===== config.mk =====
export PLATFORM = sky130hd
export DESIGN_NAME = sfd_top
export DESIGN_NICKNAME = d
export VERILOG_FILES = /design/src/sfd_pkg.sv /design/src/sfd_sync.sv /design/src/sfd_rx_fifo.sv /design/src/sfd_top.sv
export SDC_FILE = /design/constraint.sdc
export NUM_CORES = 1
export LEC_CHECK = 0
export BUFFER_PORTS_ARGS = -buffer_cell sky130_fd_sc_hd__buf_4
export CAP_MARGIN = 10
export CORE_MARGIN = 2
export CORE_UTILIZATION = 50
export DETAILED_ROUTE_END_ITERATION = 8
export PLACE_DENSITY = 0.68
export SYNTH_ARGS = -nofsm -noshare
export SYNTH_HDL_FRONTEND = slang
export SYNTH_SLANG_ARGS = --single-unit

===== constraint.sdc =====
create_clock -name CLK_SYS -period 5.4 [get_ports CLK_SYS]
set_input_delay 1.08 -clock CLK_SYS [delete_from_list [all_inputs] [get_ports CLK_SYS]]
set_output_delay 1.08 -clock CLK_SYS [all_outputs]
set_load 0.1 [all_outputs]

===== src/sfd_pkg.sv =====
// Package: register map, field layout and types of the serial data block
package sfd_pkg;

	// ==========================================================
	// Register map (byte addresses)
	localparam int          ADDR_W   = 8;
	localparam logic [7:0]  OFF_RSW  = 8'h00;
	localparam logic [7:0]  OFF_TCW  = 8'h04;
	localparam logic [7:0]  OFF_RCW  = 8'h08;
	localparam logic [7:0]  OFF_MODE = 8'h0C;
	localparam logic [7:0]  OFF_CTRL = 8'h10;
	localparam logic [7:0]  OFF_RXSA = 8'h14;
	localparam logic [7:0]  OFF_CDSA = 8'h18;

	typedef enum logic [2:0] {
		SEL_RSW  = 3'h0,
		SEL_TCW  = 3'h1,
		SEL_RCW  = 3'h2,
		SEL_MODE = 3'h3,
		SEL_CTRL = 3'h4,
		SEL_RXSA = 3'h5,
		SEL_CDSA = 3'h6,
		SEL_NONE = 3'h7
	} sfd_sel_t;

	// ==========================================================
	// Field layout and reset values
	localparam logic [31:0] ZERO_W    = 32'h0000_0000;
	localparam logic [31:0] TCW_RST   = 32'h0000_0000;
	localparam logic [31:0] RCW_RST   = 32'h0000_0000;
	localparam logic [31:0] MODE_MASK = 32'h0000_010F;
	localparam logic [31:0] CTRL_MASK = 32'h0000_0007;
	localparam logic [31:0] SA_MASK   = 32'h0000_8383;
	localparam int FL_LSB   = 0;
	localparam int FL_MSB   = 3;
	localparam int STOP_BIT = 8;
	localparam int RECEIVE_RESET_BIT_BIT = 0;
	localparam int RXE_BIT  = 1;
	localparam int TXE_BIT  = 2;
	localparam int POSA_LSB = 0;
	localparam int ENA_BIT  = 7;
	localparam int POSB_LSB = 8;
	localparam int ENB_BIT  = 15;
	localparam int HI_LSB   = 16;
	localparam int HALF_W   = 16;

	// ==========================================================
	// Frame layout: 16-bit slots, 2 slots short frame, 4 long
	localparam logic [3:0]  SLOT_LAST      = 4'hF;
	localparam logic [5:0]  LAST_BIT_SHORT = 6'h1F;
	localparam logic [5:0]  LAST_BIT_LONG  = 6'h3F;
	localparam logic [5:0]  BIT_FIRST      = 6'h00;
	localparam logic [5:0]  BIT_STEP       = 6'h01;
	localparam int          FIFO_AW        = 2;

	localparam logic [1:0]  RESP_OKAY   = 2'h0;
	localparam logic [1:0]  RESP_SLVERR = 2'h2;

	typedef enum logic [1:0] {
		LNK_IDLE  = 2'h1,
		LNK_FRAME = 2'h2
	} sfd_link_t;

	typedef struct packed {
		logic [3:0] frame_length_field;
		logic       stop;
		logic       receive_reset_bit;
		logic       rx_en;
		logic       tx_en;
		logic [1:0] left_rx_slot_pos;
		logic       left_rx_enable;
		logic [1:0] right_rx_slot_pos;
		logic       right_rx_enable;
		logic [1:0] ctrl_zero_slot_pos;
		logic       ctrl_zero_enable;
		logic [1:0] ctrl_one_slot_pos;
		logic       ctrl_one_enable;
	} sfd_cfg_t;

	// Slot match for one channel
	function automatic logic sfd_hit(input logic [1:0] slot,
		input logic [1:0] pos, input logic en);
		return en && (slot == pos);
	endfunction

	function automatic sfd_sel_t sfd_decode(input logic [7:0] a);
		case (a)
			OFF_RSW:  return SEL_RSW;
			OFF_TCW:  return SEL_TCW;
			OFF_RCW:  return SEL_RCW;
			OFF_MODE: return SEL_MODE;
			OFF_CTRL: return SEL_CTRL;
			OFF_RXSA: return SEL_RXSA;
			OFF_CDSA: return SEL_CDSA;
			default:  return SEL_NONE;
		endcase
	endfunction

endpackage


===== src/sfd_sync.sv =====
// Two-flop synchroniser for pin inputs
`timescale 1ns/1ps
`default_nettype none
module sfd_sync #(
	parameter int W = 1
) (
	// Clock and reset
	input  wire logic         clk,
	input  wire logic         rst_n,
	input  wire logic         ce,
	// Data
	input  wire logic [W-1:0] d,
	output logic      [W-1:0] q
);
	logic [W-1:0] meta;
	logic [W-1:0] next_meta;
	logic [W-1:0] next_q;

	always_comb begin
		next_meta = ce ? d : meta;
		next_q    = ce ? meta : q;
	end

	always_ff @(posedge clk or negedge rst_n) begin
		if (!rst_n) begin
			meta <= '0;
			q    <= '0;
		end else begin
			meta <= next_meta;
			q    <= next_q;
		end
	end
endmodule // sfd_sync
`default_nettype wire


===== src/sfd_rx_fifo.sv =====
// Receive sample FIFO holding left/right pairs
`timescale 1ns/1ps
`default_nettype none
module sfd_rx_fifo
	import sfd_pkg::*;
(
	// Clock and reset
	input  wire logic        clk,
	input  wire logic        rst_n,
	input  wire logic        ce,
	input  wire logic        clr,
	// Write side
	input  wire logic        push,
	input  wire logic [31:0] push_data,
	// Read side
	input  wire logic        pop,
	output logic      [31:0] head,
	output logic             empty,
	output logic             full
);
	localparam int DEPTH = 1 << FIFO_AW;
	localparam logic [FIFO_AW:0] PTR_ONE = 1;

	logic [31:0]      mem [DEPTH];
	logic [FIFO_AW:0] wr_ptr;
	logic [FIFO_AW:0] rd_ptr;
	logic [FIFO_AW:0] next_wr_ptr;
	logic [FIFO_AW:0] next_rd_ptr;
	logic             do_push;

	assign empty = (wr_ptr == rd_ptr);
	assign full  = (wr_ptr[FIFO_AW-1:0] == rd_ptr[FIFO_AW-1:0]) &&
		(wr_ptr[FIFO_AW] != rd_ptr[FIFO_AW]);
	assign head  = mem[rd_ptr[FIFO_AW-1:0]];
	assign do_push = ce && push && !full && !clr;

	always_comb begin
		next_wr_ptr = wr_ptr;
		next_rd_ptr = rd_ptr;
		if (ce) begin
			if (clr) begin
				next_wr_ptr = '0;
				next_rd_ptr = '0;
			end else begin
				if (do_push)
					next_wr_ptr = wr_ptr + PTR_ONE;
				if (pop && !empty)
					next_rd_ptr = rd_ptr + PTR_ONE;
			end
		end
	end

	always_ff @(posedge clk or negedge rst_n) begin
		if (!rst_n) begin
			wr_ptr <= '0;
			rd_ptr <= '0;
		end else begin
			wr_ptr <= next_wr_ptr;
			rd_ptr <= next_rd_ptr;
		end
	end

	// Storage is not reset: contents are undefined after reset
	always_ff @(posedge clk) begin
		if (do_push)
			mem[wr_ptr[FIFO_AW-1:0]] <= push_data;
	end
endmodule // sfd_rx_fifo
`default_nettype wire


===== src/sfd_top.sv =====
// Serial port data and control-data registers with AXI4-Lite access
//
// The implementer's own choices: the AXI4-Lite interface to the registers and the register offsets.
`timescale 1ns/1ps
`default_nettype none
module sfd_top
	import sfd_pkg::*;
(
	// Clock, reset, clock enable
	input  wire logic              CLK_SYS,
	input  wire logic              RST_N,
	input  wire logic              CE,
	// AXI4-Lite write address and data
	input  wire logic [ADDR_W-1:0] S_AXI_AWADDR,
	input  wire logic              S_AXI_AWVALID,
	output logic                   S_AXI_AWREADY,
	input  wire logic [31:0]       S_AXI_WDATA,
	input  wire logic [3:0]        S_AXI_WSTRB,
	input  wire logic              S_AXI_WVALID,
	output logic                   S_AXI_WREADY,
	// AXI4-Lite write response
	output logic [1:0]             S_AXI_BRESP,
	output logic                   S_AXI_BVALID,
	input  wire logic              S_AXI_BREADY,
	// AXI4-Lite read
	input  wire logic [ADDR_W-1:0] S_AXI_ARADDR,
	input  wire logic              S_AXI_ARVALID,
	output logic                   S_AXI_ARREADY,
	output logic [31:0]            S_AXI_RDATA,
	output logic [1:0]             S_AXI_RRESP,
	output logic                   S_AXI_RVALID,
	input  wire logic              S_AXI_RREADY,
	// Serial link
	input  wire logic              SERIAL_CLK,
	input  wire logic              FRAME_SYNC,
	input  wire logic              SERIAL_RX_PIN,
	output logic                   SERIAL_TX_PIN
);
	// ==========================================================
	// Declarations
	logic [31:0] tcw, rcw, mode_reg, ctrl_reg, rxsa_reg, cdsa_reg;
	logic [31:0] next_tcw, next_rcw, next_mode, next_ctrl;
	logic [31:0] next_rxsa, next_cdsa;
	logic [15:0] left_hold, right_hold, next_left, next_right;
	logic [15:0] rx_shift, next_shift;
	logic        aw_full, w_full, next_aw_full, next_w_full;
	logic [ADDR_W-1:0] aw_addr, next_aw_addr;
	logic [31:0] w_data, next_w_data;
	logic [3:0]  w_strb, next_w_strb;
	logic        next_awready, next_wready, next_bvalid, next_arready;
	logic        next_rvalid, next_tx;
	logic [1:0]  next_bresp, next_rresp;
	logic [31:0] next_rdata;
	logic        sck_s, sync_s, rxd_s, sck_q, next_sck_q;
	logic        sck_rise, sck_fall;
	sfd_link_t   lstate, next_lstate;
	logic [5:0]  bit_cnt, next_bit_cnt, idx, tx_idx, last_bit;
	logic [1:0]  slot, tx_slot;
	logic [3:0]  sbit, tx_sbit;
	logic        sample, slot_done, rx_active, long_frame;
	logic [15:0] rx_word;
	logic        fifo_push, fifo_pop, fifo_empty;
	logic [31:0] fifo_head;
	logic        do_write;
	sfd_sel_t    wsel, rsel;
	sfd_cfg_t    cfg;

	// ==========================================================
	// Configuration view of the control registers
	assign cfg.frame_length_field = mode_reg[FL_MSB:FL_LSB];
	assign cfg.stop               = mode_reg[STOP_BIT];
	assign cfg.receive_reset_bit  = ctrl_reg[RECEIVE_RESET_BIT_BIT];
	assign cfg.rx_en              = ctrl_reg[RXE_BIT];
	assign cfg.tx_en              = ctrl_reg[TXE_BIT];
	assign cfg.left_rx_slot_pos   = rxsa_reg[POSA_LSB +: 2];
	assign cfg.left_rx_enable     = rxsa_reg[ENA_BIT];
	assign cfg.right_rx_slot_pos  = rxsa_reg[POSB_LSB +: 2];
	assign cfg.right_rx_enable    = rxsa_reg[ENB_BIT];
	assign cfg.ctrl_zero_slot_pos = cdsa_reg[POSA_LSB +: 2];
	assign cfg.ctrl_zero_enable   = cdsa_reg[ENA_BIT];
	assign cfg.ctrl_one_slot_pos  = cdsa_reg[POSB_LSB +: 2];
	assign cfg.ctrl_one_enable    = cdsa_reg[ENB_BIT];

	assign long_frame = cfg.frame_length_field[FL_MSB - FL_LSB];
	assign last_bit   = long_frame ? LAST_BIT_LONG : LAST_BIT_SHORT;
	assign rx_active  = cfg.rx_en && !cfg.receive_reset_bit &&
		!cfg.stop;

	// ==========================================================
	// Pin synchronisers and serial clock edges
	sfd_sync #(.W(3)) u_sync (
		.clk   (CLK_SYS),
		.rst_n (RST_N),
		.ce    (CE),
		.d     ({SERIAL_CLK, FRAME_SYNC, SERIAL_RX_PIN}),
		.q     ({sck_s, sync_s, rxd_s})
	);

	assign sck_rise = CE && sck_s && !sck_q;
	assign sck_fall = CE && !sck_s && sck_q;

	// ==========================================================
	// Frame position
	assign sample    = sck_rise && ((lstate == LNK_FRAME) || sync_s);
	assign idx       = (lstate == LNK_FRAME) ? bit_cnt : BIT_FIRST;
	assign slot      = idx[5:4];
	assign sbit      = idx[3:0];
	assign slot_done = sample && (sbit == SLOT_LAST);
	assign rx_word   = {rx_shift[14:0], rxd_s};
	assign tx_idx    = idx;
	assign tx_slot   = tx_idx[5:4];
	assign tx_sbit   = tx_idx[3:0];

	always_comb begin
		next_lstate  = lstate;
		next_bit_cnt = bit_cnt;
		next_sck_q   = CE ? sck_s : sck_q;
		case (lstate)
			LNK_IDLE: begin
				if (sample && !cfg.stop) begin
					next_lstate  = LNK_FRAME;
					next_bit_cnt = BIT_STEP;
				end
			end
			LNK_FRAME: begin
				if (cfg.stop) begin
					next_lstate  = LNK_IDLE;
					next_bit_cnt = BIT_FIRST;
				end else if (sample) begin
					if (idx >= last_bit) begin
						next_lstate  = LNK_IDLE;
						next_bit_cnt = BIT_FIRST;
					end else begin
						next_bit_cnt = idx + BIT_STEP;
					end
				end
			end
			default: begin
				next_lstate  = LNK_IDLE;
				next_bit_cnt = BIT_FIRST;
			end
		endcase
	end

	always_ff @(posedge CLK_SYS or negedge RST_N) begin
		if (!RST_N) begin
			lstate  <= LNK_IDLE;
			bit_cnt <= BIT_FIRST;
			sck_q   <= 1'b0;
		end else begin
			lstate  <= next_lstate;
			bit_cnt <= next_bit_cnt;
			sck_q   <= next_sck_q;
		end
	end

	// ==========================================================
	// Receive capture into sample pair and control word
	always_comb begin
		next_shift = sample ? rx_word : rx_shift;
		next_left  = left_hold;
		next_right = right_hold;
		next_rcw   = rcw;
		fifo_push  = 1'b0;
		if (!rx_active) begin
			if (cfg.receive_reset_bit) begin
				next_left  = '0;
				next_right = '0;
				next_rcw   = RCW_RST;
			end
		end else if (slot_done) begin
			if (sfd_hit(slot, cfg.left_rx_slot_pos, cfg.left_rx_enable))
				next_left = rx_word;
			if (sfd_hit(slot, cfg.right_rx_slot_pos,
				cfg.right_rx_enable))
				next_right = rx_word;
			if (long_frame && sfd_hit(slot, cfg.ctrl_zero_slot_pos,
				cfg.ctrl_zero_enable))
				next_rcw[31:HI_LSB] = rx_word;
			if (long_frame && sfd_hit(slot, cfg.ctrl_one_slot_pos,
				cfg.ctrl_one_enable))
				next_rcw[HALF_W-1:0] = rx_word;
			if (idx >= last_bit)
				fifo_push = cfg.left_rx_enable || cfg.right_rx_enable;
		end
	end

	sfd_rx_fifo u_fifo (
		.clk       (CLK_SYS),
		.rst_n     (RST_N),
		.ce        (CE),
		.clr       (cfg.receive_reset_bit),
		.push      (fifo_push),
		.push_data ({next_left, next_right}),
		.pop       (fifo_pop),
		.head      (fifo_head),
		.empty     (fifo_empty),
		.full      ()
	);

	// ==========================================================
	// Transmit pin: control channels in their slots, else high
	always_comb begin
		next_tx = SERIAL_TX_PIN;
		if (sck_fall || (CE && lstate == LNK_IDLE)) begin
			next_tx = 1'b1;
			if (cfg.tx_en && long_frame && !cfg.stop) begin
				if (sfd_hit(tx_slot, cfg.ctrl_zero_slot_pos,
					cfg.ctrl_zero_enable))
					next_tx = tcw[31 - tx_sbit];
				else if (sfd_hit(tx_slot, cfg.ctrl_one_slot_pos,
					cfg.ctrl_one_enable))
					next_tx = tcw[HALF_W - 1 - tx_sbit];
			end
		end
	end

	// ==========================================================
	// AXI4-Lite write channel and register updates
	assign wsel     = sfd_decode(aw_addr);
	assign do_write = aw_full && w_full && !S_AXI_BVALID;

	function automatic logic [31:0] merge(input logic [31:0] old,
		input logic [31:0] nw, input logic [3:0] strb,
		input logic [31:0] mask);
		logic [31:0] r;
		r = old;
		for (int i = 0; i < 4; i++)
			if (strb[i])
				r[i*8 +: 8] = nw[i*8 +: 8];
		return r & mask;
	endfunction

	always_comb begin
		next_aw_full = aw_full;
		next_w_full  = w_full;
		next_aw_addr = aw_addr;
		next_w_data  = w_data;
		next_w_strb  = w_strb;
		next_bvalid  = S_AXI_BVALID;
		next_bresp   = S_AXI_BRESP;
		next_tcw     = tcw;
		next_mode    = mode_reg;
		next_ctrl    = ctrl_reg;
		next_rxsa    = rxsa_reg;
		next_cdsa    = cdsa_reg;
		if (S_AXI_AWVALID && S_AXI_AWREADY) begin
			next_aw_full = 1'b1;
			next_aw_addr = S_AXI_AWADDR;
		end
		if (S_AXI_WVALID && S_AXI_WREADY) begin
			next_w_full = 1'b1;
			next_w_data = S_AXI_WDATA;
			next_w_strb = S_AXI_WSTRB;
		end
		if (S_AXI_BVALID && S_AXI_BREADY)
			next_bvalid = 1'b0;
		if (do_write) begin
			next_aw_full = 1'b0;
			next_w_full  = 1'b0;
			next_bvalid  = 1'b1;
			next_bresp   = (wsel == SEL_NONE) ? RESP_SLVERR : RESP_OKAY;
			case (wsel)
				SEL_TCW:  if (long_frame)
					next_tcw = merge(tcw, w_data, w_strb, ~ZERO_W);
				SEL_MODE: next_mode = merge(mode_reg, w_data, w_strb,
					MODE_MASK);
				SEL_CTRL: next_ctrl = merge(ctrl_reg, w_data, w_strb,
					CTRL_MASK);
				SEL_RXSA: next_rxsa = merge(rxsa_reg, w_data, w_strb,
					SA_MASK);
				SEL_CDSA: next_cdsa = merge(cdsa_reg, w_data, w_strb,
					SA_MASK);
				default: ;
			endcase
		end
		if (next_mode[STOP_BIT])
			next_tcw = TCW_RST;
		next_awready = !next_aw_full && !next_bvalid;
		next_wready  = !next_w_full && !next_bvalid;
	end

	// ==========================================================
	// AXI4-Lite read channel
	assign rsel     = sfd_decode(S_AXI_ARADDR);
	assign fifo_pop = CE && S_AXI_ARVALID && S_AXI_ARREADY &&
		(rsel == SEL_RSW);

	always_comb begin
		next_rvalid  = S_AXI_RVALID;
		next_rdata   = S_AXI_RDATA;
		next_rresp   = S_AXI_RRESP;
		if (S_AXI_RVALID && S_AXI_RREADY)
			next_rvalid = 1'b0;
		if (S_AXI_ARVALID && S_AXI_ARREADY) begin
			next_rvalid = 1'b1;
			next_rresp  = RESP_OKAY;
			case (rsel)
				SEL_RSW:  next_rdata = fifo_head;
				SEL_TCW:  next_rdata = tcw;
				SEL_RCW:  next_rdata = rcw;
				SEL_MODE: next_rdata = mode_reg;
				SEL_CTRL: next_rdata = ctrl_reg;
				SEL_RXSA: next_rdata = rxsa_reg;
				SEL_CDSA: next_rdata = cdsa_reg;
				default: begin
					next_rdata = ZERO_W;
					next_rresp = RESP_SLVERR;
				end
			endcase
		end
		next_arready = !next_rvalid;
	end

	// ==========================================================
	// State registers, frozen while CE is low
	always_ff @(posedge CLK_SYS or negedge RST_N) begin
		if (!RST_N) begin
			tcw           <= TCW_RST;
			rcw           <= RCW_RST;
			mode_reg      <= ZERO_W;
			ctrl_reg      <= ZERO_W;
			rxsa_reg      <= ZERO_W;
			cdsa_reg      <= ZERO_W;
			left_hold     <= '0;
			right_hold    <= '0;
			rx_shift      <= '0;
			aw_full       <= 1'b0;
			w_full        <= 1'b0;
			aw_addr       <= '0;
			w_data        <= ZERO_W;
			w_strb        <= '0;
			S_AXI_AWREADY <= 1'b0;
			S_AXI_WREADY  <= 1'b0;
			S_AXI_BVALID  <= 1'b0;
			S_AXI_BRESP   <= RESP_OKAY;
			S_AXI_ARREADY <= 1'b0;
			S_AXI_RVALID  <= 1'b0;
			S_AXI_RDATA   <= ZERO_W;
			S_AXI_RRESP   <= RESP_OKAY;
			SERIAL_TX_PIN <= 1'b1;
		end else if (CE) begin
			tcw           <= next_tcw;
			rcw           <= next_rcw;
			mode_reg      <= next_mode;
			ctrl_reg      <= next_ctrl;
			rxsa_reg      <= next_rxsa;
			cdsa_reg      <= next_cdsa;
			left_hold     <= next_left;
			right_hold    <= next_right;
			rx_shift      <= next_shift;
			aw_full       <= next_aw_full;
			w_full        <= next_w_full;
			aw_addr       <= next_aw_addr;
			w_data        <= next_w_data;
			w_strb        <= next_w_strb;
			S_AXI_AWREADY <= next_awready;
			S_AXI_WREADY  <= next_wready;
			S_AXI_BVALID  <= next_bvalid;
			S_AXI_BRESP   <= next_bresp;
			S_AXI_ARREADY <= next_arready;
			S_AXI_RVALID  <= next_rvalid;
			S_AXI_RDATA   <= next_rdata;
			S_AXI_RRESP   <= next_rresp;
			SERIAL_TX_PIN <= next_tx;
		end
	end
endmodule // sfd_top
`default_nettype wire


==> Word level (Yosys, flattened, before mapping) <==
Memory sizes are Yosys's and may differ from the RTL's.
Index checks and enable logic that the tools add are counted.
{ "classes": {"add_sub_neg": 5, "order_cmp": 3, "n_eq_ne": 40, "n_mux": 66, "reduce_logical": 85} }
{ "op_table": {"columns": ["cell", "count"], "rows": [
  ["2-to-1 mux 32 bit", 7],
  ["case mux 32 bit (7 select lines)", 1],
  ["2-to-1 mux 16 bit", 10],
  ["< comparator 32 x 6 -> 1 bit (second input constant)", 2],
  ["== test 8 x 5 -> 1 bit (second input constant)", 6],
  ["case mux 3 bit (7 select lines)", 2],
  ["2-to-1 mux 6 bit", 6],
  ["logical AND 1 bit", 35],
  ["== test 8 x 4 -> 1 bit (second input constant)", 4],
  ["2-to-1 mux 8 bit", 4],
  ["AND reduction 4 bit", 8],
  ["== test 3 bit (second input constant)", 7],
  ["AND reduction 5 bit", 4],
  ["nonzero test 2 bit", 10],
  ["2-to-1 mux 1 bit", 19],
  ["2-to-1 mux 9 bit", 2],
  ["AND reduction 2 bit", 9],
  ["== test 8 x 3 -> 1 bit (second input constant)", 2],
  ["zero test 8 bit", 2],
  ["2-to-1 mux 2 bit", 6],
  ["2-to-1 mux 3 bit", 4],
  ["case mux 6 bit (2 select lines)", 1],
  ["zero test 1 bit", 11],
  ["binary-select mux 1 bit (select 5 bit)", 2],
  ["other kinds (23)", 35]
]} }
{ "word_totals": {"regBits": 240, "mem_bits_rw": 128, "input_bits": 63, "out_inout_bits": 42, "memories": 1} }
{ "mem_list": {"columns": ["memory", "depth", "word_bits", "read_ports", "rd_ports_with_merged_regs", "write_ports", "line", "rtl"], "rows": [
  ["u_fifo.mem", 4, 32, 1, 0, 1, "sfd_rx_fifo.sv:24", "logic [31:0] mem [DEPTH];"]
]} }

==> Logic depth before layout (Yosys ltp) <==
{ "logic_depth": {"depth_word": 11, "mapped_depth": 14} }

==> Hierarchy <==
A second synthesis with hierarchy kept.
{ "unflattened": {"cells_unflattened": 1173, "hier_area_um2": 16214.3} }
{ "by_module_without_submodules": {"columns": ["module", "instances", "cells_each", "area_each_um2", "seq_area_each_um2"], "rows": [
  ["sfd_top", 1, 943, 10856.7, 5657.9],
  ["sfd_rx_fifo", 1, 217, 5106.1, 3993.8],
  ["sfd_sync", 1, 13, 251.5, 150.1]
]} }

==> Least setup slack after synthesis <==
OpenSTA, ideal clock, no wires.
{ "synth_timing": {"kind": "register to register", "from": "register lstate[0]", "to": "memory u_fifo.mem[0][0] (enable)", "t_arrival_ns": 2.842, "required_ns": 5.008, "slack_ns": 2.166, "path_stages_with_launch": 11, "synth_period_minus_slack_ns": 3.234, "cell_sequence": "dfstp_2 inv_1 ha_1 clkbuf_1 clkbuf_1 and2_1 ha_1 a21oi_1 nor3_1 o211a_1 and2_1"} }
{ "synth_between": {"elab_chain_len": 11} }
{ "synth_rtl": {"columns": ["element", "line", "rtl"], "rows": [
  ["from (decl)", "sfd_top.sv:56", "sfd_link_t lstate, next_lstate;"],
  ["from (signal assigned)", "sfd_top.sv:151", "lstate <= next_lstate;"],
  ["== test 2 bit *", "sfd_top.sv:104, sfd_top.sv:105", null],
  ["2-to-1 mux 6 bit / logical OR 1 bit (equally long branches)", "sfd_top.sv:105, sfd_top.sv:104", null],
  ["greater-or-equal comparator 6 bit, or another cell as far along", "sfd_top.sv:183", "if (idx >= last_bit)"],
  ["2-to-1 mux 1 bit / logical AND 1 bit (equally long branches)", "sfd_top.sv:183, sfd_top.sv:108", null],
  ["2-to-1 mux 1 bit *", "sfd_top.sv:171", "end else if (slot_done) begin"],
  ["2-to-1 mux 1 bit *", "sfd_top.sv:165", "if (!rx_active) begin"],
  ["logical AND 1 bit * (3 in series)", "sfd_rx_fifo.sv:35", "assign do_push = ce && push && !full && !clr;"],
  ["2-to-1 mux 1 bit *", "sfd_rx_fifo.sv:65", "if (do_push)"],
  ["2-to-1 mux 1 bit (not written as such) *", "sfd_rx_fifo.sv:66", "mem[wr_ptr[FIFO_AW-1:0]] <= push_data;"],
  ["to (decl)", "sfd_rx_fifo.sv:24", null]
]} }
Every way passes the cells marked *; elsewhere a longest branch is shown, timed or not.

==> Worst setup path in the final report <==
{ "layout_timing": {"from": "register lstate[0]", "to": "memory u_fifo.mem[2][31], data pin"} }
{ "layout_between": {"elab_chain_len": 7} }
{ "layout_rtl": {"columns": ["element", "line", "rtl"], "rows": [
  ["== test 2 bit *", "sfd_top.sv:104, sfd_top.sv:105", null],
  ["2-to-1 mux 6 bit", "sfd_top.sv:105", "assign idx = (lstate == LNK_FRAME) ? bit_cnt : BIT_FIRST;"],
  ["== test 2 bit", "sfd_pkg.sv:83", "return en && (slot == pos);"],
  ["logical AND 1 bit", "sfd_pkg.sv:83", null],
  ["2-to-1 mux 16 bit", "sfd_top.sv:172", "if (sfd_hit(slot, cfg.left_rx_slot_pos, cfg.left_rx_enable))"],
  ["2-to-1 mux 16 bit *", "sfd_top.sv:171", null],
  ["2-to-1 mux 16 bit *", "sfd_top.sv:165", null],
  ["named net next_left[15]", "sfd_top.sv:44", "logic [15:0] left_hold, right_hold, next_left, next_right;"]
]} }
The timed path passes the listed nets; every way through them passes the cells marked *.

==> impl_metrics.csv <==
group,metric,value,unit
place,pre_cts_slack,1310,ps
worst_hold_path,hp-start,"S_AXI_RDATA[11]$_DFFE_PN0P_",
timing,rsz0062_at_grt,"no",
worst_setup_path,max_stage_delay,690,ps
detailed_routing,drt_iter0_drc,990,
worst_hold_path,hold-path-endpoint,"S_AXI_RDATA[11]$_DFFE_PN0P_",
cells_and_area,fin_nets,1308,
detailed_routing,postRouteWirelength,41500,um
clock_tree,htreeDepth,2,
worst_setup_path,end_kind,"register",
floorplan,dieHeight,183,um
timing,tns,0,ps
detailed_routing,dr.pass1.iters,6,
synthesis,syn_inst,1146,
synthesis,synth-main-ff-cell,"dfrtp_1",
timing,finClkSkew,28.3,ps
clock_tree,clock_sinks,366,
timing,timing.slew.headroom,20.0,%
timing,hold_viol_final,0,
place,dp_hpwl,27600,um
cells_and_area,nFillCells,2463,
synthesis,ys_types,81,
floorplan,die_x,183,um
worst_setup_path,crit_type,"reg2reg",
synthesis,yosysWarningCount,0,
detailed_routing,drc_errors,0,
clock_tree,cts_resized,0,
cells_and_area,antennaDiodeCount,0,
place,dp.cells,1597,
timing,period_share,77.2,%
global_routing,antenna_found_initial,1,
pwr,vdd_drop_max,0.000236,V
floorplan,start_util,50.9,%
worst_setup_path,crit_arrival,4550,ps
cells_and_area,fin_cells,1668,
cells_and_area,layout_commonest_cell,"dfrtp_1",
worst_setup_path,r2r_cells,11,
floorplan,dieArea,0.0337,mm^2
place,portBuffers,102,
timing,post-route-min-period,4170,ps
clock_tree,cts_inserted_buffers,39,
detailed_routing,viasPerCell,6.27,
timing,drv_slew,0,
synthesis,synth_top_cells_by_area,"dfrtp_1 37%, edfxtp_1 24%, mux2_2 6.2%",
synthesis,synth_top_area_share,36.7,%
cells_and_area,final_area,0.0185,mm^2
run,cap_violations,0,
worst_setup_path,crit_path_start_kind,"register",
synthesis,synth_seq_cells,366,
place,gp_congestion,0.890,
synthesis,synth-edff-count,128,
synthesis,avgSynthCellArea,14.0,um^2
detailed_routing,num_vias,10500,
timing,timing.final.ws_setup,1230,ps
worst_setup_path,required,5780,ps
cells_and_area,drive_above_1_share,26.8,%
worst_hold_path,min_path_cells,2,
worst_setup_path,timing.rr.end,"u_fifo.mem[2][31]$_DFFE_PP_",
worst_hold_path,hold_class,"reg2reg",
clock_tree,worstSkewPairLatency,550,ps
timing,hold-worst-slack,478,ps
pwr,power_per_cell_area,375,mW/mm^2
detailed_routing,wl_per_cell,24.9,um
synthesis,synth_area,0.0161,mm^2
worst_setup_path,path_cells,"inv_1, ha_1, nand2_1, inv_1, ha_1, nand4_1, nor4_1, and2_1, and2_0, buf_4, a21o_1",
floorplan,coreArea,0.0316,mm^2
floorplan,row_count,65,
worst_setup_path,crit_fanout,29,
global_routing,grt-ovfl-total,0,
global_routing,grt_max_degree,112,
clock_tree,tritoncts,"yes",
timing,worstMarginPinSlew,1190,ps
timing,setup_viol,0,
cells_and_area,final_cell_mix,"235 x dfrtp_1, 128 x edfxtp_1, 123 x buf_4",
global_routing,grt_pass1_wl,63300,um
pwr,p_leak,7.82,nW
clock_tree,clk_pin_slew,60,ps
synthesis,async_flop_share,65.0,%
worst_setup_path,crit_slowest_cell,"and2_1",
synthesis,yosys.area.top_type,"dfrtp_1",
detailed_routing,antenna_left,0,
place,dpl_cell_area,0.0173,mm^2
run_status,outcome,"finished, final reports clean",
synthesis,ys_seq_area_share,60.9,%
global_routing,grt_pass1_vias,10300,
clock_tree,cts_root_buffer,"clkbuf_16",
worst_setup_path,r2r-start,"lstate[0]$_DFFE_PN1P_",
timing,timing.fmax,240,MHz
clock_tree,cts_buffer_depth,3,
global_routing,grt_util_all_layers,24.9,%
worst_setup_path,rrSetupSlack,1230,ps
clock_tree,cts_hold_buf,0,
floorplan,io_pins,105,
cells_and_area,syn_to_final_growth,15.1,%
clock_tree,cts_setup_buffers,0,
cells_and_area,largest_register_ffs,128,
-- synth_stat cells, drive strengths merged, types with 8 or more instances --
master / number
a221o: 34
clkbuf: 44
nand3: 8
and2: 13
a21o: 34
nor2: 15
edfxtp: 128
nand2: 72
inv: 15
a21oi: 41
mux2i: 10
a31oi: 8
dfrtp: 236
mux4: 35
a22oi: 29
nand2b: 36
buf: 32
nor2b: 23
o21ai: 24
mux2: 92
ha: 9
a22o: 92
-- worst max-delay path by stage --
stage | end | start | slack (ps)
finish | u_fifo.mem[2][31]$_DFFE_PP_ | lstate[0]$_DFFE_PN1P_ | 1230
global route | u_fifo.mem[0][29]$_DFFE_PP_ | lstate[0]$_DFFE_PN1P_ | 920
detailed placement | u_fifo.mem[0][16]$_DFFE_PP_ | lstate[0]$_DFFE_PN1P_ | 1310
global placement | u_fifo.mem[2][22]$_DFFE_PP_ | lstate[0]$_DFFE_PN1P_ | 1430
floorplan | u_fifo.mem[0][0]$_DFFE_PP_ | lstate[0]$_DFFE_PN1P_ | 2170
CTS | u_fifo.mem[0][29]$_DFFE_PP_ | lstate[0]$_DFFE_PN1P_ | 1300
-- per-stage QoR --
stage                     utilization [%]  total power [mW]
after floorplan                         -              4.03
after global placement               54.5              4.36
after detailed placement             54.5              4.37
after CTS                            58.6              6.99
after global routing                 58.6              7.22
final                                58.6              6.94
-- cells by family (layout without fill, tap and decap cells) --
family / after synthesis / after routing / share of synthesized area, %
AOI/OAI and AO/OA: 311 / 311 / 15.2
xor gates and xnor gates: 10 / 10 / 0.544
adders and majority gates: 9 / 9 / 0.699
buffers and inverters: 92 / 211 / 2.53
DFF: 366 / 366 / 60.9
muxes: 137 / 137 / 12.0
other: 1 / 2 / 0.0233
and+or+nand+nor: 220 / 220 / 8.06
-- per-layer routing --
layer | part of all wire [%] | vias to the layer above | GRT usage [%]
met5 | 0.031 | - | 0
met4 | 2.2 | 2 | 6.78
met3 | 7.6 | 63 | 5.43
met2 | 47 | 387 | 38.2
met1 | 44 | 5385 | 36.3
li1 | - | 4621 | -
-- report_power, final --
part	total [mW]	leakage (nW)	internal (mW)	switching [mW]
combinational	0.927	2.78	0.375	0.551
sequential	3.40	4.41	3.15	0.259
clock	2.61	0.629	1.52	1.09
total	6.94	7.82	5.04	1.90
-- layout make-up --
cell class / count / area, um^2 / share of cell area [%]
flip-flops and latches: 366 / 9800 / 52.9
clock inverters: 14 / 138 / 0.743
well taps: 402 / 503 / 2.71
multi-input cells: 689 / 5930 / 32.0
clock buffers: 57 / 1130 / 6.13
inverters: 15 / 56.3 / 0.304
repair buffers: 125 / 958 / 5.17
-- worst max-delay path: cells and delay by family (launching register included) --
family | cells | cell delay (ps)
adders and majority gates | 2 | 800
DFF | 1 | 370
buffers and inverters | 3 | 580
AOI/OAI and AO/OA | 1 | 220
and+or+nand+nor | 5 | 2040
No activity file was read; power rests on OpenSTA's default activity.
